--- src/inc/rtm_pkg.sv ---
// constants and types shared by the ram timing host controller
package rtm_pkg;
  localparam int ADDR_W = 8;
  localparam int DATA_W = 8;
  localparam int CLK_PERIOD_NS = 10;
  // write timing figures, ns
  localparam int T_SU_ADDR_NS = 20;
  localparam int T_SU_DATA_NS = 20;
  localparam int T_WE_HI_NS = 30;
  localparam int T_HOLD_ADDR_NS = 10;
  localparam int T_HOLD_DATA_NS = 10;
  localparam int T_WE_LO_NS = 30;
  // read path delay, ns; the device default is zero, so allow one settle cycle
  localparam int T_RD_DLY_NS = 0;
  // minimum times round up, never below one cycle
  function automatic int min_cycles(input int ns);
    int c;
    c = (ns + CLK_PERIOD_NS - 1) / CLK_PERIOD_NS;
    return (c < 1) ? 1 : c;
  endfunction
  localparam int SU_CYC = min_cycles((T_SU_ADDR_NS > T_SU_DATA_NS) ? T_SU_ADDR_NS
                                                                     : T_SU_DATA_NS);
  localparam int HI_CYC = min_cycles(T_WE_HI_NS);
  localparam int HOLD_CYC = min_cycles((T_HOLD_ADDR_NS > T_HOLD_DATA_NS) ? T_HOLD_ADDR_NS
                                                                          : T_HOLD_DATA_NS);
  localparam int LO_CYC = min_cycles(T_WE_LO_NS);
  localparam int RD_CYC = min_cycles(T_RD_DLY_NS);
  localparam int CNT_W = 8;
  localparam logic [CNT_W-1:0] CNT_ZERO = 8'h00;
  typedef enum logic [2:0] {ST_IDLE, ST_SETUP, ST_WHI, ST_HOLD, ST_WLO, ST_RDLY, ST_RDONE}
    rtm_state_t;
endpackage

--- src/inc/rtm_tmr_if.sv ---
// interface between the sequencer and its phase timer
`timescale 1ns/1ps
interface rtm_tmr_if;
  logic load;
  logic [rtm_pkg::CNT_W-1:0] count;
  logic done;
  modport ctl(output load, output count, input done);
  modport tmr(input load, input count, output done);
endinterface

--- src/rtl/rtm_host.sv ---
// host controller driving the ram timing model's write and read sections
`timescale 1ns/1ps
//////////////////////////////////////////////////////////////////////////////
module rtm_host (
  input wire logic ref_clk_i,
  input wire logic rst_i,
  input wire logic wr_req_i,
  input wire logic rd_req_i,
  input wire logic [rtm_pkg::ADDR_W-1:0] addr_i,
  input wire logic [rtm_pkg::DATA_W-1:0] wdata_i,
  input wire logic [rtm_pkg::DATA_W-1:0] ram_rdata_i,
  output logic busy_o,
  output logic rd_valid_o,
  output logic [rtm_pkg::DATA_W-1:0] rdata_o,
  output logic [rtm_pkg::ADDR_W-1:0] ram_addr_o,
  output logic [rtm_pkg::DATA_W-1:0] ram_wdata_o,
  output logic ram_we_o,
  output logic ram_re_o
);
  rtm_tmr_if tif();
  rtm_timer u_tmr (
    .ref_clk_i(ref_clk_i),
    .rst_i(rst_i),
    .t(tif.tmr)
  );
  //////////////////////////////////////////////////////////////////////////////
  // read data comes from the device pins, so it is synchronised
  logic [rtm_pkg::DATA_W-1:0] rd_meta;
  logic [rtm_pkg::DATA_W-1:0] rd_sync;
  always_ff @(posedge ref_clk_i) begin
    rd_meta <= ram_rdata_i;
    rd_sync <= rd_meta;
  end
  //////////////////////////////////////////////////////////////////////////////
  rtm_pkg::rtm_state_t st;
  rtm_pkg::rtm_state_t next_st;
  logic [rtm_pkg::CNT_W-1:0] load_val;
  logic load;
  wire dn = tif.done;
  // two sync stages added to read settle so sampled data is current
  localparam logic [rtm_pkg::CNT_W-1:0] RD_WAIT = rtm_pkg::CNT_W'(rtm_pkg::RD_CYC + 2);
  always_comb begin
    next_st = st;
    load = 1'b0;
    load_val = rtm_pkg::CNT_ZERO;
    case (st)
      rtm_pkg::ST_IDLE: begin
        if (wr_req_i) begin
          next_st = rtm_pkg::ST_SETUP;
          load = 1'b1;
          load_val = rtm_pkg::CNT_W'(rtm_pkg::SU_CYC - 1);
        end else if (rd_req_i) begin
          next_st = rtm_pkg::ST_RDLY;
          load = 1'b1;
          load_val = RD_WAIT - 8'h01;
        end
      end
      rtm_pkg::ST_SETUP: if (dn) begin
        next_st = rtm_pkg::ST_WHI;
        load = 1'b1;
        load_val = rtm_pkg::CNT_W'(rtm_pkg::HI_CYC - 1);
      end
      rtm_pkg::ST_WHI: if (dn) begin
        next_st = rtm_pkg::ST_HOLD;
        load = 1'b1;
        load_val = rtm_pkg::CNT_W'(rtm_pkg::HOLD_CYC - 1);
      end
      rtm_pkg::ST_HOLD: if (dn) begin
        next_st = rtm_pkg::ST_WLO;
        load = 1'b1;
        load_val = rtm_pkg::CNT_W'(rtm_pkg::LO_CYC - 1);
      end
      rtm_pkg::ST_WLO: if (dn) begin
        next_st = rtm_pkg::ST_IDLE;
      end
      rtm_pkg::ST_RDLY: if (dn) begin
        next_st = rtm_pkg::ST_RDONE;
      end
      rtm_pkg::ST_RDONE: next_st = rtm_pkg::ST_IDLE;
      default: next_st = rtm_pkg::ST_IDLE;
    endcase
  end
  assign tif.load = load;
  assign tif.count = load_val;
  wire take = (st == rtm_pkg::ST_IDLE) & (wr_req_i | rd_req_i);
  wire we_next = (next_st == rtm_pkg::ST_WHI);
  wire re_next = (next_st == rtm_pkg::ST_RDLY) | (next_st == rtm_pkg::ST_RDONE);
  wire sample = (st == rtm_pkg::ST_RDLY) & dn;
  always_ff @(posedge ref_clk_i) begin
    if (rst_i) begin
      st <= rtm_pkg::ST_IDLE;
    end else begin
      st <= next_st;
    end
  end
  // address and data latched once per access and frozen to the end
  always_ff @(posedge ref_clk_i) begin
    if (rst_i) begin
      ram_addr_o <= 8'h00;
      ram_wdata_o <= 8'h00;
    end else if (take) begin
      ram_addr_o <= addr_i;
      ram_wdata_o <= wdata_i;
    end
  end
  always_ff @(posedge ref_clk_i) begin
    if (rst_i) begin
      ram_we_o <= 1'b0;
      ram_re_o <= 1'b0;
      busy_o <= 1'b0;
    end else begin
      ram_we_o <= we_next;
      ram_re_o <= re_next;
      busy_o <= (next_st != rtm_pkg::ST_IDLE);
    end
  end
  always_ff @(posedge ref_clk_i) begin
    if (rst_i) begin
      rd_valid_o <= 1'b0;
      rdata_o <= 8'h00;
    end else begin
      rd_valid_o <= sample;
      if (sample) begin
        rdata_o <= rd_sync;
      end
    end
  end
  //////////////////////////////////////////////////////////////////////////////
  property p_setup_before_we;
    @(posedge ref_clk_i) disable iff (rst_i)
      $rose(ram_we_o) |-> $stable(ram_addr_o) && $stable(ram_wdata_o) && $past(busy_o);
  endproperty
  a_setup_before_we: assert property (p_setup_before_we) else $error("we rose without setup");
  property p_we_width;
    @(posedge ref_clk_i) disable iff (rst_i)
      $rose(ram_we_o) |-> ram_we_o [*3];
  endproperty
  a_we_width: assert property (p_we_width) else $error("we high too short");
  property p_hold;
    @(posedge ref_clk_i) disable iff (rst_i)
      $fell(ram_we_o) |-> $stable(ram_addr_o) && $stable(ram_wdata_o) ##1
        $stable(ram_addr_o) && $stable(ram_wdata_o);
  endproperty
  a_hold: assert property (p_hold) else $error("address or data moved in hold");
  property p_we_low;
    @(posedge ref_clk_i) disable iff (rst_i)
      $fell(ram_we_o) |-> !ram_we_o [*4];
  endproperty
  a_we_low: assert property (p_we_low) else $error("we low too short");
  property p_rd_sample;
    @(posedge ref_clk_i) disable iff (rst_i)
      $rose(ram_re_o) |-> ##3 rd_valid_o;
  endproperty
  a_rd_sample: assert property (p_rd_sample) else $error("read not sampled on time");
  property p_re_drop;
    @(posedge ref_clk_i) disable iff (rst_i)
      rd_valid_o |-> ram_re_o ##1 !ram_re_o;
  endproperty
  a_re_drop: assert property (p_re_drop) else $error("read enable not released");
  property p_addr_in_read;
    @(posedge ref_clk_i) disable iff (rst_i)
      ram_re_o && $past(ram_re_o) |-> $stable(ram_addr_o);
  endproperty
  a_addr_in_read: assert property (p_addr_in_read) else $error("address moved in read");
  property p_excl;
    @(posedge ref_clk_i) disable iff (rst_i)
      !(ram_we_o && ram_re_o);
  endproperty
  a_excl: assert property (p_excl) else $error("both enables high");
  property p_idle_quiet;
    @(posedge ref_clk_i) disable iff (rst_i)
      !busy_o |-> !ram_we_o && !ram_re_o;
  endproperty
  a_idle_quiet: assert property (p_idle_quiet) else $error("enable while idle");
  c_write: cover property (@(posedge ref_clk_i) disable iff (rst_i) $fell(ram_we_o));
  c_read: cover property (@(posedge ref_clk_i) disable iff (rst_i) rd_valid_o);
  c_wr_then_rd: cover property (@(posedge ref_clk_i) disable iff (rst_i)
    $fell(ram_we_o) ##[1:20] rd_valid_o);
endmodule

--- src/rtl/rtm_timer.sv ---
// down counter that times each phase of a device access
`timescale 1ns/1ps
module rtm_timer (
  input wire logic ref_clk_i,
  input wire logic rst_i,
  rtm_tmr_if.tmr t
);
  logic [rtm_pkg::CNT_W-1:0] cnt;
  logic [rtm_pkg::CNT_W-1:0] next_cnt;
  wire at_zero = (cnt == rtm_pkg::CNT_ZERO);
  assign next_cnt = t.load ? t.count : (at_zero ? cnt : cnt - 8'h01);
  // done once the loaded phase has run out; it must not look at load, which the
  // sequencer forms from done, or the two would close a combinational loop
  assign t.done = at_zero;
  always_ff @(posedge ref_clk_i) begin
    if (rst_i) begin
      cnt <= rtm_pkg::CNT_ZERO;
    end else begin
      cnt <= next_cnt;
    end
  end
endmodule

--- config.mk ---
export PLATFORM = sky130hd
export DESIGN_NAME = rtm_host
export DESIGN_NICKNAME = d
export VERILOG_FILES = /design/src/inc/rtm_pkg.sv /design/src/inc/rtm_tmr_if.sv /design/src/rtl/rtm_host.sv /design/src/rtl/rtm_timer.sv
export SDC_FILE = /design/constraint.sdc
export NUM_CORES = 1
export LEC_CHECK = 0
export BUFFER_PORTS_ARGS = -buffer_cell sky130_fd_sc_hd__clkbuf_2
export CORE_ASPECT_RATIO = 0.9
export CORE_MARGIN = 5
export CORE_UTILIZATION = 50
export CTS_CLUSTER_SIZE = 14
export DETAILED_ROUTE_END_ITERATION = 16
export GPL_TIMING_DRIVEN = 1
export PLACE_DENSITY = 0.83
export SYNTH_ARGS = -nofsm -noshare
export SYNTH_HDL_FRONTEND = slang
export SYNTH_SLANG_ARGS = --single-unit
--- constraint.sdc ---
create_clock -name ref_clk_i -period 2.5 [get_ports ref_clk_i]
set_input_delay 0.5 -clock ref_clk_i [delete_from_list [all_inputs] [get_ports ref_clk_i]]
set_output_delay 0.5 -clock ref_clk_i [all_outputs]
set_load 0.05 [all_outputs]
==> metrics.cfg, run 1 <==
[cts]
cts_hold_buf=0
clkLatencyLatePin_ns=0.30
cts_tree=built
ctsHtreeMaxLevel=2
clock_path_buffers=2
cts_setup_buffers=0
clock_sinks=55
cts-resized-gates=0
ctsRootBufferMaster=clkbuf_8
clk_pin_slew_ns=0.09
cts_buffers=5

[worst_setup_path]
cp_slowest_cell=nor3b_1
r2r_slack_ns=0.45
required_ns=2.72
crit_path_end_kind=flop
reg2reg_from=u_tmr.cnt[0]$_SDFFE_PP0P_
crit_fanout=5
cpPeakStageDelay_ns=0.48
cp.arrival_ns=2.28
startpoint_type=flop
path_class=flop to flop
rr_worst_depth=6
r2r_end=ram_we_o$_SDFF_PP0_
path_cells=inv_1 > ha_1 > nor3b_1 > nand2_1 > o32a_1 > nor4b_2

[timing]
worst_pin_slew_ns=0.623
rsz0062_at_grt=false
timing.final.ws_setup_ns=0.445
drv_slew=0
tns_ns=0
hold-worst-slack_ns=0.291
fin_skew_ns=0.00334
max_slew_margin=0.585
fmax_ghz=0.487
period_needed_ns=2.05
layout_worst_path_cycle_share=0.822
finalHoldViolCount=0
setup_violations=0

[placement]
dp_hpwl_um=2730
gp_congestion=0.909
port_buffers=55
placed_cells_incl_taps=295
dp_slack_ns=0.499

[yosys]
muxShareOfSynthArea=0.0475
avgSynthCellArea_um2=9.48
ys_types=43
async_flop_share=0
synth_top_family_by_area=simple AND/OR/NAND/NOR gates
synth_top_cell_area_share=0.572
yosys-top-cells-area=dfxtp_1 57%, nand2_1 6.8%, a21oi_1 4.7%, nor2_1 4.7%, mux2i_1 4.2%
synth_most_common_cell=dfxtp_1
synth_compound_area_frac=0.118
synth_flop_cell=dfxtp_1
syn-cell-area_mm2=0.00192
synth-seq-area-share=0.572
synth-edff-count=0
synth-adder-area-share=0.00650
synth_xor_area_frac=0.0273
synth-seq-cells=55
synthTopCellsByCount=55 x dfxtp_1, 35 x nand2_1, 24 x nor2_1, 18 x a21oi_1, 9 x clkbuf_1
syn_inst=203
synth_warnings=0
syn_nets=232
yosys.area.top_type=dfxtp_1
synthSimpleGateAreaFrac=0.196

[worst_hold_path]
hp-class=input port to flop
hp-start=ram_rdata_i[4]
holdPathStages=1
min_to=rd_meta[4]$_DFF_P_

[global_route]
grt_pass1_vias=1384
track_usage=0.152
grt_overflow=0
grt_first_pass_wirelength_um=5970
grt_max_degree=34
antenna_found_initial=0

[floorplanning]
die_w_um=75.4
start_util=0.516
die_h_um=68.9
core_mm2=0.00373
rows=21
die-area_mm2=0.00519
io_pins=56

[drt]
route.detailed.drc=0
vias=1527
post_drt_via_cell_ratio=5.06
firstDrtPassIters=4
routed_wl_um=3710
drt_iter0_markers=132
routedWlPerCell_um=12.3
ant_nets=0

[layout]
fin_cells=302
drive_above_1_share=0.281
antenna_cells=0
nets=285
area_growth_pct=20.4

[power]
p_total_mw=3.07
ir_drop_v=0.000690
power.density_mw_per_mm2=1320
leakagePower_nw=1.07

[run_status]
outcome=complete, no violations

[flow_run]
max_cap_violations=0

how the worst max path moves through the flow:
stage	from	slack [ns]	cells after the start	endpoint
final	u_tmr.cnt[0]$_SDFFE_PP0P_	0.45	6	ram_we_o$_SDFF_PP0_
after global routing	u_tmr.cnt[0]$_SDFFE_PP0P_	0.21	6	busy_o$_SDFF_PP0_
after CTS	u_tmr.cnt[0]$_SDFFE_PP0P_	0.47	6	ram_we_o$_SDFF_PP0_
after detailed placement	u_tmr.cnt[0]$_SDFFE_PP0P_	0.50	6	ram_we_o$_SDFF_PP0_
after global placement	u_tmr.cnt[0]$_SDFFE_PP0P_	0.56	6	ram_we_o$_SDFF_PP0_
after floorplan	u_tmr.cnt[0]$_SDFFE_PP0P_	0.70	7	ram_we_o$_SDFF_PP0_
flip-flops by register name, summed over array words and instances, names as in the netlist:
name	count
rd_sync	8
rd_meta	8
rdata_o	8
ram_addr_o	8
st	3
ram_re_o	1
rd_valid_o	1
u_tmr.cnt	8
ram_we_o	1
busy_o	1
ram_wdata_o	8
report_power, final:
group | switching [mW] | internal [mW]
logic | 0.953 | 0.451
clock network | 0.277 | 0.195
registers | 0.137 | 1.05
cell usage in the layout, fill, tap and decap left out, types with 2 or more instances in the layout:
cell / n
a221oi_1: 2
nor3_1: 4
xor2_1: 5
buf_4: 3
or2_2: 2
o211ai_1: 2
nand2_1: 35
a21oi_1: 18
o21ai_0: 3
clkbuf_8: 5
nor2_1: 24
clkbuf_2: 55
nand3_1: 2
dfxtp_1: 55
mux2i_1: 8
inv_1: 4
routing by layer:
layer | track usage | part of all wire
met1 | 0.206 | 0.45
met4 | 0.0655 | 0.012
met2 | 0.227 | 0.47
met3 | 0.0391 | 0.070
met5 | 0 | 0
through the flow:
| step | util | area [µm²] |
|---|---|---|
| after CTS | 0.621 | 2320 |
| final | 0.621 | 2320 |
| after floorplan | - | 1920 |
| after global routing | 0.621 | 2320 |
| after detailed placement | 0.598 | 2230 |
| after global placement | 0.598 | 2230 |
cell type report:
cell class,instances,area [µm²]
clock buffer,5,68.8
clock inverter,2,16.3
fill,318,1410
inverter,4,15.0
multi-input combinational,132,761
sequential,55,1100
tap,46,57.6
timing repair buffer,58,298
worst max-delay path, delay by kind of cell (launching register included):
| kind | cells | cell delay (ns) |
|---|---|---|
| AO/OA/AOI/OAI | 1 | 0.39 |
| adder cells (fa/ha/maj) | 1 | 0.21 |
| buffers and inverters | 1 | 0.08 |
| flip-flops | 1 | 0.34 |
| AND/OR/NAND/NOR | 3 | 0.97 |
logic make-up after synthesis:
| family | after synthesis |
|---|---|
| buffers and inverters | 16 |
| AOI/OAI and AO/OA | 35 |
| muxes | 9 |
| DFF | 55 |
| xor gates and xnor gates | 6 |
| adders and majority gates | 1 |
| and+or+nand+nor | 81 |
Power figures use the tool's default switching activity.
==> run 2, diff against run 1 <==
ABC_AREA = 1   (was default)
CORE_UTILIZATION = 46   (was 50)
PLACE_DENSITY = 0.8   (was 0.83)
clock period = 1.8 ns   (was 2.5 ns; I/O delays follow)
==> run 2 against run 1 <==
Net effect:
- critical path type unchanged
- core utilization is 5.7 points lower
- critical path depth is 1 higher
- combinational power up 100%
- largest power group unchanged
- power rose by 73%
- register-to-register slack got worse by 0.30 ns
- worst hold slack got worse by 0.16 ns
- clock-buffer cell count did not move
- sequential power is 46% higher
- non-clock buffer count up 2
==> metrics.cfg, run 2 <==
[global_route]
antenna_found_initial=0
met1_usage=0.178
top_usage_layer=met2
track_usage=0.153
grt_max_degree=21
grt_first_pass_wirelength_um=7040
grt_overflow=0
grt_use_met3=0.0490
met2_usage=0.253
grt_pass1_vias=1675

[power]
ir_drop_v=0.00103
pwr-share-comb=0.531
internal_power_mw=2.61
pwr-share-seq=0.330
clkPwrFrac=0.139
swShare=0.506
netSwitchingPower_mw=2.68
power.density_mw_per_mm2=2130
leakagePower_nw=1.17

[timing]
max_slew_margin=0.636
worst_pin_slew_ns=0.546
fmax_ghz=0.606
rsz0062_at_grt=false
layout_worst_path_cycle_share=0.917
fin_skew_ns=0.00908
period_needed_ns=1.65
setup_violations=0
timing.final.ws_setup_ns=0.150
drv_slew=0
finalHoldViolCount=0
tns_ns=0

[yosys]
yosys.area.top_type=dfxtp_1
synth_top_family_by_area=simple AND/OR/NAND/NOR gates
synth_most_common_cell=dfxtp_1
yosys-top-cells-area=dfxtp_1 53%, nand2_1 7.5%, a21oi_1 6.5%, inv_1 5.6%, nand3_1 5.3%
synth_xor_area_frac=0
muxShareOfSynthArea=0
synth-seq-area-share=0.534
synth-adder-area-share=0.00606
synthSimpleGateAreaFrac=0.206
ys_types=26
synth-edff-count=0
synth_top_cell_area_share=0.534
syn_inst=248
synth_warnings=0
synth_flop_cell=dfxtp_1
avgSynthCellArea_um2=8.32
syn-cell-area_mm2=0.00206
synth_compound_area_frac=0.150
syn_nets=277
async_flop_share=0
synthTopCellsByCount=55 x dfxtp_1, 41 x nand2_1, 31 x inv_1, 27 x a21oi_1, 22 x nand3_1
synth-seq-cells=55

[floorplanning]
die-area_mm2=0.00593
die_h_um=73.5
start_util=0.469
die_w_um=80.6
rows=23
io_pins=56
core_mm2=0.00440

[cts]
clock_sinks=55
cts_buffers=5
clkLatencyLatePin_ns=0.32
cts-resized-gates=0
clock_path_buffers=2
cts_tree=built
ctsRootBufferMaster=clkbuf_8
cts_setup_buffers=0
ctsHtreeMaxLevel=2
clk_pin_slew_ns=0.11
cts_hold_buf=0

[drt]
drt_iter0_markers=84
firstDrtPassIters=4
routed_wl_um=4270
route.detailed.drc=0
routedWlPerCell_um=11.6
vias=1757
post_drt_via_cell_ratio=4.76
ant_nets=0

[layout]
final_cell_mix=55 x dfxtp_1, 55 x clkbuf_2, 41 x nand2_1
final_area_mm2=0.00248
antenna_cells=0
drive_above_1_share=0.300
nFillCells=395
area_growth_pct=20.4
nets=335

[placement]
port_buffers=55
gp_congestion=0.883
dpl_cell_area_mm2=0.00238
dp_slack_ns=0.155
dp_hpwl_um=3210

[worst_setup_path]
cp_slowest_cell=dfxtp_1
path_cells=inv_1 > ha_1 > nand2_1 > nor2_4 > nand2_1 > nand2_1 > a21oi_1
path_class=flop to flop
startpoint_type=flop
cp-startpoint=u_tmr.cnt[0]$_SDFFE_PP0P_
critPathMostFrequentCell=nand2_1
crit_path_end_kind=flop
reg2reg_from=u_tmr.cnt[0]$_SDFFE_PP0P_
crit_fanout=12
required_ns=2.03
cp.arrival_ns=1.88
cpPeakStageDelay_ns=0.31

[worst_hold_path]
hp-start=ram_rdata_i[2]
hp-class=input port to flop

[run_status]
outcome=complete, no violations

[flow_run]
max_cap_violations=0

run 2: cell count changes in the layout (fill, tap and decap cells not counted), sizes merged, moves of 7 or more:
cell / previous run / this run
inv: 5 / 39
nand3: 2 / 22
o21ai: 3 / 20
a21oi: 18 / 31
mux2i: 8 / 0
nand2: 35 / 42
run 2: power by group through the flow:
stage	Combinational, mW	Sequential, mW	Clock (mW)
after global routing	3.12	1.79	0.805
after CTS	2.82	1.75	0.747
after global placement	2.74	1.76	0
after floorplan	1.74	2.36	0
final	2.81	1.74	0.734
after detailed placement	2.81	1.77	0
run 2: kinds of logic (layout without fill, tap and decap cells):
logic type / Yosys count / in the layout
and+or+nand+nor: 93 / 93
DFF: 55 / 55
AOI/OAI and AO/OA: 52 / 52
buffers and inverters: 47 / 106
adders and majority gates: 1 / 1
run 2: metrics by stage:
step           hold WS [ns]   util  power (mW)  cells
3_3_place_gp          0.311  0.541        4.50    361
5_1_grt               0.112  0.564        5.71    369
2_1_floorplan         0.310      -        4.09    248
3_5_place_dp          0.315  0.541        4.58    361
4_1_cts               0.124  0.564        5.31    369
6_report              0.126  0.564        5.29    369
run 2: worst paths after layout:
path,to,slack (ns),depth (start not counted)
hold / removal,rd_meta[2]$_DFF_P_,0.13,1
setup / recovery,rdata_o[6]$_SDFFE_PP0P_,0.15,7
hold reg to reg,rd_sync[6]$_DFF_P_,0.33,0
setup reg to reg,rdata_o[6]$_SDFFE_PP0P_,0.15,7
run 2: cell type report:
cell class,instances,area (µm²),share of cell area
Clock inverter,3,33.8,0.0136
Sequential cell,55,1100,0.443
Tap cell,62,77.6,0.0312
Timing Repair Buffer,60,313,0.126
Multi-Input combinational cell,146,748,0.301
Clock buffer,5,68.8,0.0277
Inverter,38,143,0.0574
run 2: layer usage:
layer	vias up	part of all wire
li1	914	-
met1	791	0.42
met2	41	0.50
met3	11	0.055
met4	0	0.023
met5	-	0
run 2: worst max-delay path, delay by kind of cell, from the launching register on:
family	cells	cell delay [ns]
flops	1	0.31
compound gates	1	0.07
buf+inv	1	0.14
simple gates	4	0.81
fa+ha+maj	1	0.22
==> run 3, diff against run 2 <==
MAX_ROUTING_LAYER = met4   (was default)
==> run 3 against run 2 <==
Net effect:
- clock power decreased by 3.1%
- final area about the same
- setup slack improved by 0.011 ns
- clock-buffer cell count unchanged
- critical path depth increased by 2
- critical endpoint is now u_tmr.cnt[2]$_SDFFE_PP0P_
- largest cell class unchanged
- largest power group unchanged
- highest routed layer unchanged
==> metrics.cfg, run 3 (synthesis results as in run 2) <==
[worst_setup_path]
crit_path_end_kind=flop
required_ns=2.01
crit_fanout=12
cp.arrival_ns=1.85
path_class=flop to flop
startpoint_type=flop

[timing]
period_needed_ns=1.64
fmax_ghz=0.610
finalHoldViolCount=0
drv_slew=0
tns_ns=0
setup_violations=0
timing.final.ws_setup_ns=0.161
rsz0062_at_grt=false
worst_pin_slew_ns=0.553
layout_worst_path_cycle_share=0.911
fin_skew_ns=0.0103
max_slew_margin=0.631

[cts]
cts_setup_buffers=0
ctsHtreeMaxLevel=2
cts_hold_buf=0
cts_tree=built
clock_path_buffers=2
cts_buffers=5
clock_sinks=55
clkLatencyLatePin_ns=0.32
ctsRootBufferMaster=clkbuf_8
clk_pin_slew_ns=0.10

[layout]
nFillCells=394
area_growth_pct=20.4
fin_util=0.564
nets=335
drive_above_1_share=0.306
fin_cells=369
final_cell_mix=55 x dfxtp_1, 55 x clkbuf_2, 40 x nand2_1
antenna_cells=0

[floorplanning]
die_h_um=73.5
rows=23
start_util=0.469
die_w_um=80.6
core_mm2=0.00440
die-area_mm2=0.00593
io_pins=56

[placement]
port_buffers=55
dp_hpwl_um=3110
gp_congestion=0.903
dp_slack_ns=0.195
placed_cells_incl_taps=361

[drt]
drt_iter0_markers=77
firstDrtPassIters=4
vias=1720
routedWlPerCell_um=11.4
route.detailed.drc=0
post_drt_via_cell_ratio=4.66
routed_wl_um=4190
ant_nets=0

[global_route]
met2_usage=0.254
grt_max_degree=21
antenna_found_initial=0
top_usage_layer=met2
track_usage=0.156
grt_overflow=0
grt_pass1_vias=1669
grt_first_pass_wirelength_um=6980
grt_use_met3=0.0527
met1_usage=0.178

[power]
pwr-share-comb=0.534
swShare=0.504
power.density_mw_per_mm2=2120
internal_power_mw=2.62
netSwitchingPower_mw=2.66
pwr-share-seq=0.332
clkPwrFrac=0.135
p_total_mw=5.27
ir_drop_v=0.000903
leakagePower_nw=1.16

[flow_run]
max_cap_violations=0

[worst_hold_path]
hp-class=input port to flop

[run_status]
outcome=complete, no violations

-- run 3: cell types whose count changed in the layout (fill, tap and decap cells not counted), sizes merged --
| cell | before | now |
|---|---|---|
| clkinv | 2 | 0 |
| clkinvlp | 0 | 1 |
| inv | 39 | 40 |
-- run 3: stage by stage --
| stage | instance area, µm² | hold slack [ns] |
|---|---|---|
| final | 2480 | 0.135 |
| after global routing | 2480 | 0.115 |
| after CTS | 2480 | 0.130 |
| after detailed placement | 2380 | 0.312 |
| after global placement | 2380 | 0.311 |
| after floorplan | 2060 | 0.310 |
-- run 3: worst max-delay path, stage by stage, from the launching register on --
cell     delay [ns]
dfxtp_1        0.31
inv_1          0.15
ha_1           0.23
nand2_1        0.12
nor2_4         0.26
nand2_1        0.16
nand2_1        0.10
nor2_2         0.06
inv_2          0.09
a21oi_1        0.04
-- run 3: path summary, 6_finish.rpt --
kind	start	to	slack, ns	depth (start not counted)
setup reg to reg	u_tmr.cnt[0]$_SDFFE_PP0P_	u_tmr.cnt[2]$_SDFFE_PP0P_	0.16	9
hold reg to reg	rd_meta[7]$_DFF_P_	rd_sync[7]$_DFF_P_	0.33	0
setup / recovery	u_tmr.cnt[0]$_SDFFE_PP0P_	u_tmr.cnt[2]$_SDFFE_PP0P_	0.16	9
hold / removal	ram_rdata_i[2]	rd_meta[2]$_DFF_P_	0.14	1
-- run 3: layer usage --
| layer | up-vias | share of wire |
|---|---|---|
| li1 | 906 | - |
| met1 | 774 | 0.43 |
| met2 | 36 | 0.51 |
| met3 | 4 | 0.050 |
| met4 | 0 | 0.012 |
| met5 | - | 0 |
-- run 3: power groups by stage --
stage               logic (mW)  registers, mW  clock network, mW
floorplan                 1.74           2.36                  0
global placement          2.74           1.76                  0
detailed placement        2.79           1.77                  0
CTS                       2.81           1.75              0.733
global route              3.12           1.79              0.786
finish                    2.81           1.75              0.711
-- run 3: cell type report --
type	count	area [µm²]	share of cell area
sequential	55	1100	0.443
multi-input combinational	146	753	0.303
timing repair buffer	60	313	0.126
inverter	38	143	0.0574
tap	62	77.6	0.0312
clock buffer	5	68.8	0.0277
clock inverter	3	27.5	0.0111
-- run 3: repair_timing --
| item | 4_1_cts | 5_1_grt |
|---|---|---|
| endpoints found under the setup margin | 0 | 13 |
| gates resized for setup | 0 | 2 |
| endpoints found under the hold margin | 0 | 0 |
